==> src/hw/beacon_cfg.svh <==
// offsets, field layouts, reset values and fixed field codes of the beacon builder
`ifndef BEACON_CFG_SVH
`define BEACON_CFG_SVH

// register byte offsets on the plain register port
`define BFB_OFF_CTRL        5'h00
`define BFB_OFF_PAN_ID      5'h04
`define BFB_OFF_SHORT_ADDR  5'h08
`define BFB_OFF_MAX_HOPS    5'h0C
`define BFB_OFF_COST        5'h10
`define BFB_OFF_SEQ         5'h14
`define BFB_OFF_STATUS      5'h18

// control register bits
`define BFB_CTRL_COORD_BIT  0
`define BFB_CTRL_PERMIT_BIT 1

// status register bits
`define BFB_STAT_BUSY_BIT   0
`define BFB_STAT_MAXH_BIT   1

// reset values
`define BFB_CTRL_RST        2'h0
`define BFB_PAN_ID_RST      16'hFFFF
`define BFB_SHORT_ADDR_RST  16'hFFFF
`define BFB_SEQ_RST         8'h00
`define BFB_COST_RST        16'hFFFF

// coordinator route cost fixed values
`define BFB_COST_FAIL       16'hFFFF
`define BFB_COST_INIT       16'h7FFF
`define BFB_COST_COORD      16'h0000

// beacon frame control: type beacon, source short, version bits 13:12 kept zero
`define BFB_FC_BEACON       16'h8000
`define BFB_FC_TYPE_MSB     2
`define BFB_FC_TYPE_BEACON  3'h0

// superframe field positions; all timing subfields stay zero
`define BFB_SF_PANC_BIT     14
`define BFB_SF_PERMIT_BIT   15
`define BFB_GTS_SPEC        8'h00
`define BFB_PEND_SPEC       8'h00

// beacon length in bytes, MAC header plus beacon fields
`define BFB_BEACON_BYTES    13

`endif

==> src/hw/beacon_pkg.sv <==
// shared types of the beacon field builder
package beacon_pkg;

  typedef logic [15:0] cost_t;

  // one byte beat towards the frame transmitter
  typedef struct packed {
    logic [7:0] data;
    logic       last;
  } tx_beat_s;

  // route cost events from the routing layer
  typedef struct packed {
    logic  fail;
    logic  assoc;
    logic  obs_valid;
    cost_t obs_cost;
  } cost_evt_s;

  typedef enum logic [0:0] {
    SHIFT_IDLE = 1'b0,
    SHIFT_BUSY = 1'b1
  } shift_state_e;

endpackage

==> src/hw/beacon_byte_shifter.sv <==
// byte shifter: sends a loaded vector out lowest byte first with valid/ready
module beacon_byte_shifter #(
  parameter int NBYTES = 13
) (
  input  wire logic                  clk_i,
  input  wire logic                  rst_i,
  input  wire logic                  start_i,
  input  wire logic [NBYTES*8-1:0]   vec_i,
  input  wire logic                  ready_i,
  output beacon_pkg::tx_beat_s       beat_o,
  output logic                       valid_o,
  output logic                       busy_o
);

  beacon_pkg::shift_state_e state_q;
  logic [NBYTES*8-1:0]      shreg_q;
  logic [7:0]               left_q;

  // a beat moves when the far side takes it
  wire logic take = valid_o & ready_i;
  wire logic done = take & beat_o.last;

  assign busy_o = (state_q == beacon_pkg::SHIFT_BUSY);

  // start is ignored while a frame is in flight, so fields never mix
  always_ff @(posedge clk_i or posedge rst_i) begin
    if (rst_i) begin
      state_q <= beacon_pkg::SHIFT_IDLE;
      shreg_q <= '0;
      left_q  <= 8'h00;
      valid_o <= 1'b0;
      beat_o  <= '0;
    end else begin
      unique case (state_q)
        beacon_pkg::SHIFT_IDLE: begin
          if (start_i) begin
            state_q     <= beacon_pkg::SHIFT_BUSY;
            beat_o.data <= vec_i[7:0];
            beat_o.last <= (NBYTES == 1);
            shreg_q     <= vec_i >> 8;
            left_q      <= 8'(NBYTES - 1);
            valid_o     <= 1'b1;
          end
        end
        beacon_pkg::SHIFT_BUSY: begin
          if (done) begin
            state_q <= beacon_pkg::SHIFT_IDLE;
            valid_o <= 1'b0;
            beat_o  <= '0;
          end else if (take) begin
            beat_o.data <= shreg_q[7:0];
            beat_o.last <= (left_q == 8'h01);
            shreg_q     <= shreg_q >> 8;
            left_q      <= left_q - 8'h01;
          end
        end
      endcase
    end
  end

endmodule // beacon_byte_shifter

==> src/hw/beacon_field_builder.sv <==
// beacon field builder: route cost keeper, beacon byte stream, ack request, rx frame check
//
// Design decisions made here: the address-and-strobe port and the register offsets.
`include "beacon_cfg.svh"

// How it works
// - pending address counts both sent as zero
// - no pending address list follows its spec
// - GTS list absent, zero bytes in beacon
// - two-byte route cost payload, high byte first
// - cost tracks lowest coordinator-originated cost seen
// - communication failure sets cost to all ones
// - association or max hops loads initial cost
// - coordinator role holds cost at zero
// - frame version reserved, ignored on receive
// - beacon, superframe order, final slot, battery zero
// - GTS descriptor count and permit zero
// - GTS direction field never present
module beacon_field_builder #(
  parameter logic [3:0] MAX_HOPS_DEFAULT = 4'h8
) (
  input  wire logic        CLK_SYS_I,
  input  wire logic        RESET_I,
  // register port
  input  wire logic [4:0]  REG_ADDR_I,
  input  wire logic [31:0] REG_WDATA_I,
  input  wire logic        REG_WR_I,
  input  wire logic        REG_RD_I,
  output logic [31:0]      REG_RDATA_O,
  // route cost events
  input  wire logic        COORD_FAIL_I,
  input  wire logic        ASSOC_I,
  input  wire logic [3:0]  HOP_COUNT_I,
  input  wire logic        OBS_COST_VALID_I,
  input  wire logic [15:0] OBS_COST_I,
  // beacon byte stream
  input  wire logic        BEACON_REQ_I,
  input  wire logic        TX_READY_I,
  output logic             TX_VALID_O,
  output logic [7:0]       TX_BYTE_O,
  output logic             TX_LAST_O,
  // acknowledgement
  input  wire logic        ACK_NEEDED_I,
  output logic             PHY_ACK_REQ_O,
  // received frame control check
  input  wire logic        RX_FC_VALID_I,
  input  wire logic [15:0] RX_FC_I,
  output logic             RX_IS_BEACON_O,
  output logic             RX_FC_DONE_O,
  // current cost for other blocks
  output logic [15:0]      COORD_COST_O
);

  // ---------------- registers ----------------
  logic [1:0]          ctrl_q;
  logic [15:0]         pan_id_q;
  logic [15:0]         short_addr_q;
  logic [3:0]          max_hop_limit_q;
  logic [7:0]          seq_q;
  beacon_pkg::cost_t   coordinator_route_cost_q;
  beacon_pkg::cost_t   coordinator_route_cost_d;
  beacon_pkg::cost_evt_s evt;

  // write decode
  wire logic wr_ctrl  = REG_WR_I & (REG_ADDR_I == `BFB_OFF_CTRL);
  wire logic wr_pan   = REG_WR_I & (REG_ADDR_I == `BFB_OFF_PAN_ID);
  wire logic wr_short = REG_WR_I & (REG_ADDR_I == `BFB_OFF_SHORT_ADDR);
  wire logic wr_hops  = REG_WR_I & (REG_ADDR_I == `BFB_OFF_MAX_HOPS);
  wire logic wr_seq   = REG_WR_I & (REG_ADDR_I == `BFB_OFF_SEQ);

  wire logic is_coord     = ctrl_q[`BFB_CTRL_COORD_BIT];
  wire logic assoc_permit = ctrl_q[`BFB_CTRL_PERMIT_BIT];

  // hop level is held as long as the node sits at the hop limit
  wire logic at_max_hops = (HOP_COUNT_I == max_hop_limit_q);

  // route cost events gathered into one carrier with a single driver
  assign evt = '{fail:      COORD_FAIL_I,
                 assoc:     ASSOC_I,
                 obs_valid: OBS_COST_VALID_I,
                 obs_cost:  OBS_COST_I};

  // byte shifter handshake
  logic      shift_busy;
  wire logic beacon_start = BEACON_REQ_I & ~shift_busy;

  // ---------------- route cost keeper ----------------
  // priority: coordinator role, failure, reinit, then lower observed cost;
  // a computed cost from a full route calculation would enter as an observation
  wire logic obs_lower = evt.obs_valid & (evt.obs_cost < coordinator_route_cost_q);

  // one-hot load selects; equal costs are not taken, so a repeated
  // observation cannot keep rewriting the register
  wire logic load_coord = is_coord;
  wire logic load_fail  = ~is_coord & evt.fail;
  wire logic load_init  = ~is_coord & ~evt.fail & (evt.assoc | at_max_hops);
  wire logic load_obs   = ~is_coord & ~evt.fail & ~(evt.assoc | at_max_hops)
                          & obs_lower;

  always_comb begin
    coordinator_route_cost_d = coordinator_route_cost_q;
    if (load_coord) begin
      coordinator_route_cost_d = `BFB_COST_COORD;
    end else if (load_fail) begin
      coordinator_route_cost_d = `BFB_COST_FAIL;
    end else if (load_init) begin
      coordinator_route_cost_d = `BFB_COST_INIT;
    end else if (load_obs) begin
      coordinator_route_cost_d = evt.obs_cost;
    end
  end

  always_ff @(posedge CLK_SYS_I or posedge RESET_I) begin
    if (RESET_I) begin
      coordinator_route_cost_q <= `BFB_COST_RST;
    end else begin
      coordinator_route_cost_q <= coordinator_route_cost_d;
    end
  end

  // ---------------- configuration registers ----------------
  // role and permit bits; a role change reaches the cost one cycle later
  always_ff @(posedge CLK_SYS_I or posedge RESET_I) begin
    if (RESET_I) begin
      ctrl_q <= `BFB_CTRL_RST;
    end else if (wr_ctrl) begin
      ctrl_q <= REG_WDATA_I[1:0];
    end
  end

  // pan id, sent low byte first in the header
  always_ff @(posedge CLK_SYS_I or posedge RESET_I) begin
    if (RESET_I) begin
      pan_id_q <= `BFB_PAN_ID_RST;
    end else if (wr_pan) begin
      pan_id_q <= REG_WDATA_I[15:0];
    end
  end

  // short source address, also low byte first
  always_ff @(posedge CLK_SYS_I or posedge RESET_I) begin
    if (RESET_I) begin
      short_addr_q <= `BFB_SHORT_ADDR_RST;
    end else if (wr_short) begin
      short_addr_q <= REG_WDATA_I[15:0];
    end
  end

  // hop limit; only four bits are kept, upper data bits are dropped
  always_ff @(posedge CLK_SYS_I or posedge RESET_I) begin
    if (RESET_I) begin
      max_hop_limit_q <= MAX_HOPS_DEFAULT;
    end else if (wr_hops) begin
      max_hop_limit_q <= REG_WDATA_I[3:0];
    end
  end

  // sequence number: a software write wins over the beacon increment
  always_ff @(posedge CLK_SYS_I or posedge RESET_I) begin
    if (RESET_I) begin
      seq_q <= `BFB_SEQ_RST;
    end else if (wr_seq) begin
      seq_q <= REG_WDATA_I[7:0];
    end else if (beacon_start) begin
      seq_q <= seq_q + 8'h01;
    end
  end

  // ---------------- beacon field assembly ----------------
  // superframe spec: a beaconless network uses none of the timing
  // subfields, so only the coordinator and permit flags can be set
  wire logic [3:0] sf_beacon_order = 4'h0;
  wire logic [3:0] sf_frame_order  = 4'h0;
  wire logic [3:0] sf_final_slot   = 4'h0;
  wire logic       sf_battery_ext  = 1'b0;
  logic [15:0] superframe_spec;
  always_comb begin
    superframe_spec = {3'h0, sf_battery_ext, sf_final_slot,
                       sf_frame_order, sf_beacon_order};
    superframe_spec[`BFB_SF_PANC_BIT]   = is_coord;
    superframe_spec[`BFB_SF_PERMIT_BIT] = assoc_permit;
  end

  // frame control: beacon type, no destination, short source, no
  // security or ack request; version stays 0 because it is reserved
  wire logic [2:0]  fc_type     = `BFB_FC_TYPE_BEACON;
  wire logic [1:0]  fc_dst_mode = 2'h0;
  wire logic [1:0]  fc_version  = 2'h0;
  wire logic [1:0]  fc_src_mode = 2'h2;
  wire logic [15:0] frame_ctrl  = {fc_src_mode, fc_version, fc_dst_mode,
                                   3'h0, 4'h0, fc_type};

  // gts spec: count 0 and permit 0, so neither a direction byte nor a
  // list is appended; a peer never sees a slot it could request
  wire logic [2:0] gts_desc_count = 3'h0;
  wire logic       gts_permit     = 1'b0;
  wire logic [7:0] gts_spec = {gts_permit, 4'h0, gts_desc_count};

  // pending spec: indirect transmission is not offered, so both counts
  // are 0 and no address list follows
  wire logic [2:0] pend_short_count = 3'h0;
  wire logic [2:0] pend_ext_count   = 3'h0;
  wire logic [7:0] pend_spec = {1'b0, pend_ext_count, 1'b0, pend_short_count};

  // payload: route cost high byte ahead of low byte on the wire
  wire logic [15:0] payload_wire = {coordinator_route_cost_q[7:0],
                                    coordinator_route_cost_q[15:8]};

  // vector is sent lowest byte first; header fields are little endian
  wire logic [`BFB_BEACON_BYTES*8-1:0] beacon_vec = {
    payload_wire,
    pend_spec,
    gts_spec,
    superframe_spec,
    short_addr_q,
    pan_id_q,
    seq_q,
    frame_ctrl
  };

  beacon_pkg::tx_beat_s beat;

  beacon_byte_shifter #(
    .NBYTES (`BFB_BEACON_BYTES)
  ) u_shifter (
    .clk_i   (CLK_SYS_I),
    .rst_i   (RESET_I),
    .start_i (beacon_start),
    .vec_i   (beacon_vec),
    .ready_i (TX_READY_I),
    .beat_o  (beat),
    .valid_o (TX_VALID_O),
    .busy_o  (shift_busy)
  );

  assign TX_BYTE_O = beat.data;
  assign TX_LAST_O = beat.last;

  // ---------------- acknowledgement ----------------
  // no ack frame is ever built; the phy primitive is raised one cycle after the request, for as long as it is held
  always_ff @(posedge CLK_SYS_I or posedge RESET_I) begin
    if (RESET_I) begin
      PHY_ACK_REQ_O <= 1'b0;
    end else begin
      PHY_ACK_REQ_O <= ACK_NEEDED_I;
    end
  end

  // ---------------- receive frame control check ----------------
  // only the frame type is compared; version bits are masked off
  wire logic rx_type_beacon = (RX_FC_I[`BFB_FC_TYPE_MSB:0] == `BFB_FC_TYPE_BEACON);

  // done pulse one cycle after the field arrives
  always_ff @(posedge CLK_SYS_I or posedge RESET_I) begin
    if (RESET_I) begin
      RX_FC_DONE_O <= 1'b0;
    end else begin
      RX_FC_DONE_O <= RX_FC_VALID_I;
    end
  end

  // type flag holds until the next checked frame so it can be read late
  always_ff @(posedge CLK_SYS_I or posedge RESET_I) begin
    if (RESET_I) begin
      RX_IS_BEACON_O <= 1'b0;
    end else if (RX_FC_VALID_I) begin
      RX_IS_BEACON_O <= rx_type_beacon;
    end
  end

  // status flags at their own bit positions
  logic [1:0] status_bits;
  always_comb begin
    status_bits                     = 2'h0;
    status_bits[`BFB_STAT_BUSY_BIT] = shift_busy;
    status_bits[`BFB_STAT_MAXH_BIT] = at_max_hops;
  end

  // ---------------- register read ----------------
  logic [31:0] rd_mux;
  always_comb begin
    rd_mux = 32'h0000_0000;
    unique case (REG_ADDR_I)
      `BFB_OFF_CTRL:       rd_mux = {30'h0, ctrl_q};
      `BFB_OFF_PAN_ID:     rd_mux = {16'h0, pan_id_q};
      `BFB_OFF_SHORT_ADDR: rd_mux = {16'h0, short_addr_q};
      `BFB_OFF_MAX_HOPS:   rd_mux = {28'h0, max_hop_limit_q};
      `BFB_OFF_COST:       rd_mux = {16'h0, coordinator_route_cost_q};
      `BFB_OFF_SEQ:        rd_mux = {24'h0, seq_q};
      `BFB_OFF_STATUS:     rd_mux = {30'h0, status_bits};
      default:             rd_mux = 32'h0000_0000;
    endcase
  end

  // read data valid only in the cycle after the strobe, zero otherwise
  always_ff @(posedge CLK_SYS_I or posedge RESET_I) begin
    if (RESET_I) begin
      REG_RDATA_O <= 32'h0000_0000;
    end else if (REG_RD_I) begin
      REG_RDATA_O <= rd_mux;
    end else begin
      REG_RDATA_O <= 32'h0000_0000;
    end
  end

  // cost mirrored to other blocks from its own flop
  assign COORD_COST_O = coordinator_route_cost_q;

endmodule // beacon_field_builder

==> config.mk <==
export PLATFORM = sky130hd
export DESIGN_NAME = beacon_field_builder
export DESIGN_NICKNAME = d
export VERILOG_FILES = /design/src/hw/beacon_pkg.sv /design/src/hw/beacon_byte_shifter.sv /design/src/hw/beacon_field_builder.sv
export VERILOG_INCLUDE_DIRS = /design/src /design/src/hw
export SDC_FILE = /design/constraint.sdc
export NUM_CORES = 1
export LEC_CHECK = 0
export ABC_CLOCK_PERIOD_IN_PS = 7190
export BUFFER_PORTS_ARGS = -buffer_cell sky130_fd_sc_hd__buf_2
export CAP_MARGIN = 20
export CORE_MARGIN = 5
export CORE_UTILIZATION = 59
export CTS_BUF_LIST = sky130_fd_sc_hd__clkbuf_8
export DETAILED_ROUTE_END_ITERATION = 8
export GPL_ROUTABILITY_DRIVEN = 0
export PLACE_DENSITY_LB_ADDON = 0.15
export SETUP_SLACK_MARGIN = 0.15
export SYNTH_ARGS = -nofsm -noshare
export SYNTH_HDL_FRONTEND = slang
export SYNTH_SLANG_ARGS = --single-unit
==> constraint.sdc <==
create_clock -name CLK_SYS_I -period 7.19 [get_ports CLK_SYS_I]
set_input_delay 0.719 -clock CLK_SYS_I [delete_from_list [all_inputs] [get_ports CLK_SYS_I]]
set_output_delay 0.719 -clock CLK_SYS_I [all_outputs]
set_load 0.01 [all_outputs]
# After elaboration in Yosys (flattened, before gate mapping)
# Cells that the tools add are included.
[totals]
wordCells = 84
out_inout_bits = 61
ff_bits = 220
[classes]
bitwise_logic = 19
muxes = 26
add_sub_neg = 2
magnitude_cmp = 1
n_reduce_logical = 7
n_eq_ne = 13
[op_table]
columns = ["op", "count"]
rows = [
  ["2-to-1 mux 104 bit", 3],
  ["case mux 104 bit (2 select lines)", 1],
  ["case mux 16 bit (7 select lines)", 1],
  ["2-to-1 mux 16 bit", 4],
  ["2-to-1 mux 8 bit", 5],
  ["2-to-1 mux 32 bit", 1],
  ["2-to-1 mux 9 bit", 3],
  ["case mux 9 bit (2 select lines)", 1],
  ["less-than comparator 16 bit", 1],
  ["case mux 8 bit (2 select lines)", 1],
  ["equality test 5 bit (second input constant)", 3],
  ["AND 1 bit", 14],
  ["equality test 5 x 4 -> 1 bit (second input constant)", 2],
  ["adder 8 x 1 -> 8 bit (second input constant)", 1],
  ["equality test 8 x 1 -> 1 bit (second input constant)", 1],
  ["!= test 2 bit (second input constant)", 4],
  ["subtractor 8 x 1 -> 8 bit (second input constant)", 1],
  ["equality test 5 x 3 -> 1 bit (second input constant)", 1],
  ["logical NOT 5 bit", 1],
  ["equality test 4 bit", 1],
  ["2-to-1 mux 1 bit", 4],
  ["inverter 1 bit", 4],
  ["case mux 1 bit (2 select lines)", 2],
  ["AND reduction 2 bit", 2],
  ["other kinds (6)", 6],
]

# Depth between registers and ports, before layout
[logic_depth]
ltp_word = 9
depth_mapped = 9
depth_no_buf = 7

# Cells and area by module
# From an unflattened synthesis, not the netlist that was laid out.
[unflattened]
cells_unflattened = 869
hier_area_um2 = 9733.1
[modules_own_cells]
columns = ["module", "cells_per_inst", "area_each_um2", "seq_area_each_um2", "n_inst"]
rows = [
  ["beacon_byte_shifter", 511, 5497.8, 2877.8, 1],
  ["beacon_field_builder", 358, 4235.3, 2088.3, 1],
]

# Worst setup path after synthesis
# No wires, ideal clock.
[synth_timing]
path_kind = "input -> register"
from = "input port OBS_COST_I[11]"
to = "register coordinator_route_cost_q[0] (netlist: COORD_COST_O[0])"
n_path_buf = 1
slack_ns = 4.909
arrival_ns = 2.198
cell_stages = 7
required_time_ns = 7.108
cell_sequence = "ha_1 -> nand4_1 -> a211o_2 -> nor3_1 -> o31a_1 -> buf_6 -> mux2_2"
[synth_between]
elab_chain_cells = 4
[synth_rtl]
columns = ["element", "line_no", "source"]
rows = [
  ["start: declaration", "beacon_field_builder.sv:35", "input wire logic [15:0] OBS_COST_I,"],
  ["less-than comparator 16 bit", "beacon_field_builder.sv:90", "wire logic obs_lower = evt.obs_valid & (evt.obs_cost < coordinator_route_cost_q);"],
  ["AND 1 bit", "beacon_field_builder.sv:90", ""],
  ["AND 1 bit", "beacon_field_builder.sv:98", "& obs_lower;"],
  ["nonzero test 4 bit (no source line)", "n/a", ""],
  ["end signal: assignment", "beacon_field_builder.sv:115", "coordinator_route_cost_q <= `BFB_COST_RST;"],
  ["end signal: assignment", "beacon_field_builder.sv:117", "coordinator_route_cost_q <= coordinator_route_cost_d;"],
  ["end: declaration", "beacon_field_builder.sv:60", "beacon_pkg::cost_t coordinator_route_cost_q;"],
]
# Every way passes these cells.
# A chain may end at the register's enable or synchronous reset.

# Worst setup path in the final report
[layout_timing]
from = "register u_shifter.state_q (netlist: u_shifter.busy_o)"
to = "register u_shifter.shreg_q[85]"
[layout_between]
elab_chain_cells = 4
elab_cells_between_ends = 7
cone_classes = "3 x eq/ne; 1 x mux; 2 x bitwise; 1 x reduce/logical"
[layout_rtl]
columns = ["element", "line_no", "source"]
rows = [
  ["start: declaration", "beacon_byte_shifter.sv:15", "beacon_pkg::shift_state_e state_q;"],
  ["start signal: assignment", "beacon_byte_shifter.sv:28", "state_q <= beacon_pkg::SHIFT_IDLE;"],
  ["start signal: assignment", "beacon_byte_shifter.sv:37", "state_q <= beacon_pkg::SHIFT_BUSY;"],
  ["start signal: assignment", "beacon_byte_shifter.sv:47", "state_q <= beacon_pkg::SHIFT_IDLE;"],
  ["inverter 1 bit", "n/a", ""],
  ["AND 1 bit", "beacon_field_builder.sv:85", "wire logic beacon_start = BEACON_REQ_I & ~shift_busy;"],
  ["!= test 2 bit (no source line)", "n/a", ""],
  ["AND reduction 3 bit (no source line)", "n/a", ""],
  ["end signal: assignment", "beacon_byte_shifter.sv:40", "shreg_q <= vec_i >> 8;"],
  ["end signal: assignment", "beacon_byte_shifter.sv:53", "shreg_q <= shreg_q >> 8;"],
  ["end: declaration", "beacon_byte_shifter.sv:16", "logic [NBYTES*8-1:0] shreg_q;"],
]
# Several ways; a longest one is shown, not always the timed one.

==> out/results.txt <==
outcome -> finished, final reports clean
Peak supply drop -> 0.1368 mV
post-route ant nets -> 0
Routed WL -> 21070 µm
Lkg Pwr -> 4.989 nW
Netlist cell types -> 53
first-pass GRT wire length -> 34910 µm
Clk Tree Root Cell -> clkbuf_8
#FFs+latches synth -> 196
Post-CTS Setup Repair Bufs -> 0
Die Wd -> 133.6 µm
GR peak layer -> met2
Final Net Count -> 1003
Iteration-0 DRC Markers -> 599
Fin. Hold Viols -> 0
mapped cell area -> 0.009010 mm²
clock sinks -> 196
vias in the first global route -> 6623
Post-synth EDFFs -> 0
Slew @ Worst Pin -> 1042 ps
worst slew margin relative to its limit -> 30.52%
arrival time at the worst endpoint -> 3700 ps
Worst-path clk slew -> 100 ps
M3 GR Usage -> 5.174%
Setup CP Type -> flop to flop
CTS resizes -> 0
clock buffer depth -> 2
Setup Skew -> 11.48 ps
met2 usage in global routing -> 37.67%
hold_buf cts -> 0
RSZ-0062 raised after global routing -> false
multi-input logic area -> 0.003635 mm²
layout filler cell count -> 1183
initial antenna violation count -> 0
largest net degree at the start of global routing -> 130
area leader, netlist -> dfrtp_1
Area contributors post-synth -> dfrtp_1 41%, dfstp_2 14%, mux2i_1 7.2%
commonest non-fill, non-tap cell in the layout -> nand2_1
Cell Rows -> 45
Syn-to-layout area delta -> 9.568%
I/O pins -> 145
via/cell ratio -> 5.868
pins over their slew limit -> 0
Reg area -> 0.004970 mm²
maximum clock frequency -> 295.0 MHz
Worst setup EP type -> flop
GR Layer Usage met1 -> 36.20%
I/O Buffers -> 99
core area -> 0.01509 mm²
routed len/inst -> 19.12 µm
detailed placer's ending HPWL -> 14390 µm
Hold Path Class -> input port to flop
die height -> 133.6 µm
sequential fraction of the synthesis area -> 55.12%
DR pass1 iterations -> 8
GRT Util Overall -> 24.79%
CTS Buf Count -> 17
cells after synthesis -> 829
final worst-path cycle share -> 47.15%
Most used DFF post-synth -> dfrtp_1
reg2reg setup slack -> 3800 ps
Ant. Diodes -> 0
vias -> 6466
ys async rst share -> 100.0%
CTS tree -> built
die area -> 0.01784 mm²
commonest non-fill, non-tap cells in the layout -> 158 x nand2_1, 146 x dfrtp_1, 99 x buf_2
Max Cap Violations -> 0
WP data required -> 7500 ps
YS warnings -> 0
pwr dens -> 337.7 mW/mm²
CP Max Fanout -> 92
H-tree depth -> 4
layout cells sized above 1 -> 25.93%
Setup violations, final -> 0
Synth Area per Inst -> 10.87 µm²
# DRC -> 0
final total power -> 3.333 mW
Tmin final -> 3390 ps
worst skew pair latency -> 470 ps
Setup TNS Final -> 0 ps
total gr overflow -> 0
hold slack -> 352.4 ps
effective utilization at floorplan -> 59.71%
Worst Setup Start Kind -> flop
top-area cell type share of the netlist area -> 40.83%
==> power breakdown <==
group / internal (mW) / switching [mW]
sequential: 1.48 / 0.299
combinational: 0.355 / 0.467
clock: 0.366 / 0.369
==> critical path: stages (launching register included) <==
cell,delay [ps]
dfrtp_4,720
and4b_1,310
buf_4,290
nor2_4,840
buf_4,790
o21ai_0,210
==> Yosys cell counts, types with 2 or more instances <==
library cell	n
dfrtp_1	147
xor2_1	9
o21ai_0	62
ha_1	18
and4b_1	2
a211oi_1	2
mux2_2	42
nor4_1	4
xnor2_1	7
and3b_1	2
a222oi_1	15
nand2b_1	2
dfstp_2	49
or3_1	2
nand3_1	42
buf_2	21
a22o_1	11
nor2_1	31
a22oi_1	2
nand2_2	2
buf_1	5
mux2i_1	65
buf_4	18
nor3_1	5
a21oi_1	19
o21bai_1	15
inv_1	21
nand4_1	5
nand2_1	158
a31oi_1	5
clkbuf_1	19
==> logic make-up (layout without fill, tap and decap cells) <==
logic type	Yosys count	in the layout	share of synthesized area, %
flops	196	196	55.12
simple gates	264	264	12.73
buf+inv	87	157	5.249
compound gates	139	139	10.08
xor+xnor	16	16	1.555
other cells	1	16	0.04162
mux	108	108	12.72
fa+ha+maj	18	18	2.500
==> metal layers <==
metal,wire [µm],up-vias
li1,-,2993
met1,9507,3199
met3,1257,25
met2,9960,249
met5,0,-
met4,347,0
==> state kept, by name (all words and copies together) (netlist names) <==
name               flops
REG_RDATA_O           16
COORD_COST_O          16
u_shifter.beat_o       9
pan_id_q              16
max_hop_limit_q        4
RX_FC_DONE_O           1
u_shifter.valid_o      1
RX_IS_BEACON_O         1
short_addr_q          16
ctrl_q                 2
u_shifter.left_q       8
u_shifter.shreg_q     96
PHY_ACK_REQ_O          1
seq_q                  8
u_shifter.busy_o       1
==> path summary, 6_finish.rpt <==
path	cells after the start	from	endpoint
worst max-delay path	5	u_shifter.busy_o	u_shifter.shreg_q[85]
worst min-delay path	1	ACK_NEEDED_I	PHY_ACK_REQ_O
worst max register to register	5	u_shifter.busy_o	u_shifter.shreg_q[85]
worst min register to register	2	u_shifter.shreg_q[74]	u_shifter.shreg_q[74]
max in group asynchronous	3	RESET_I	u_shifter.shreg_q[24]
min in group asynchronous	2	RESET_I	REG_RDATA_O[3]
==> stage by stage <==
step | std cells | util, % | setup WS, ps | area, µm²
3_5_place_dp | 1070 | 62.69 | 3798 | 9459
4_1_cts | 1102 | 65.42 | 3799 | 9872
3_3_place_gp | 1070 | 62.69 | 3845 | 9459
6_report | 1102 | 65.42 | 3800 | 9872
2_1_floorplan | 844 | - | 1211 | 9066
5_1_grt | 1102 | 65.42 | 3481 | 9872
==> area by class of cell <==
class / instances / share of cell area [%]
Multi-Input combinational cell: 561 / 36.82
Tap cell: 188 / 2.383
Clock buffer: 20 / 2.788
Clock inverter: 12 / 1.394
Sequential cell: 196 / 50.34
Timing Repair Buffer: 104 / 5.399
Inverter: 21 / 0.8745
Power figures use the tool's default switching activity.
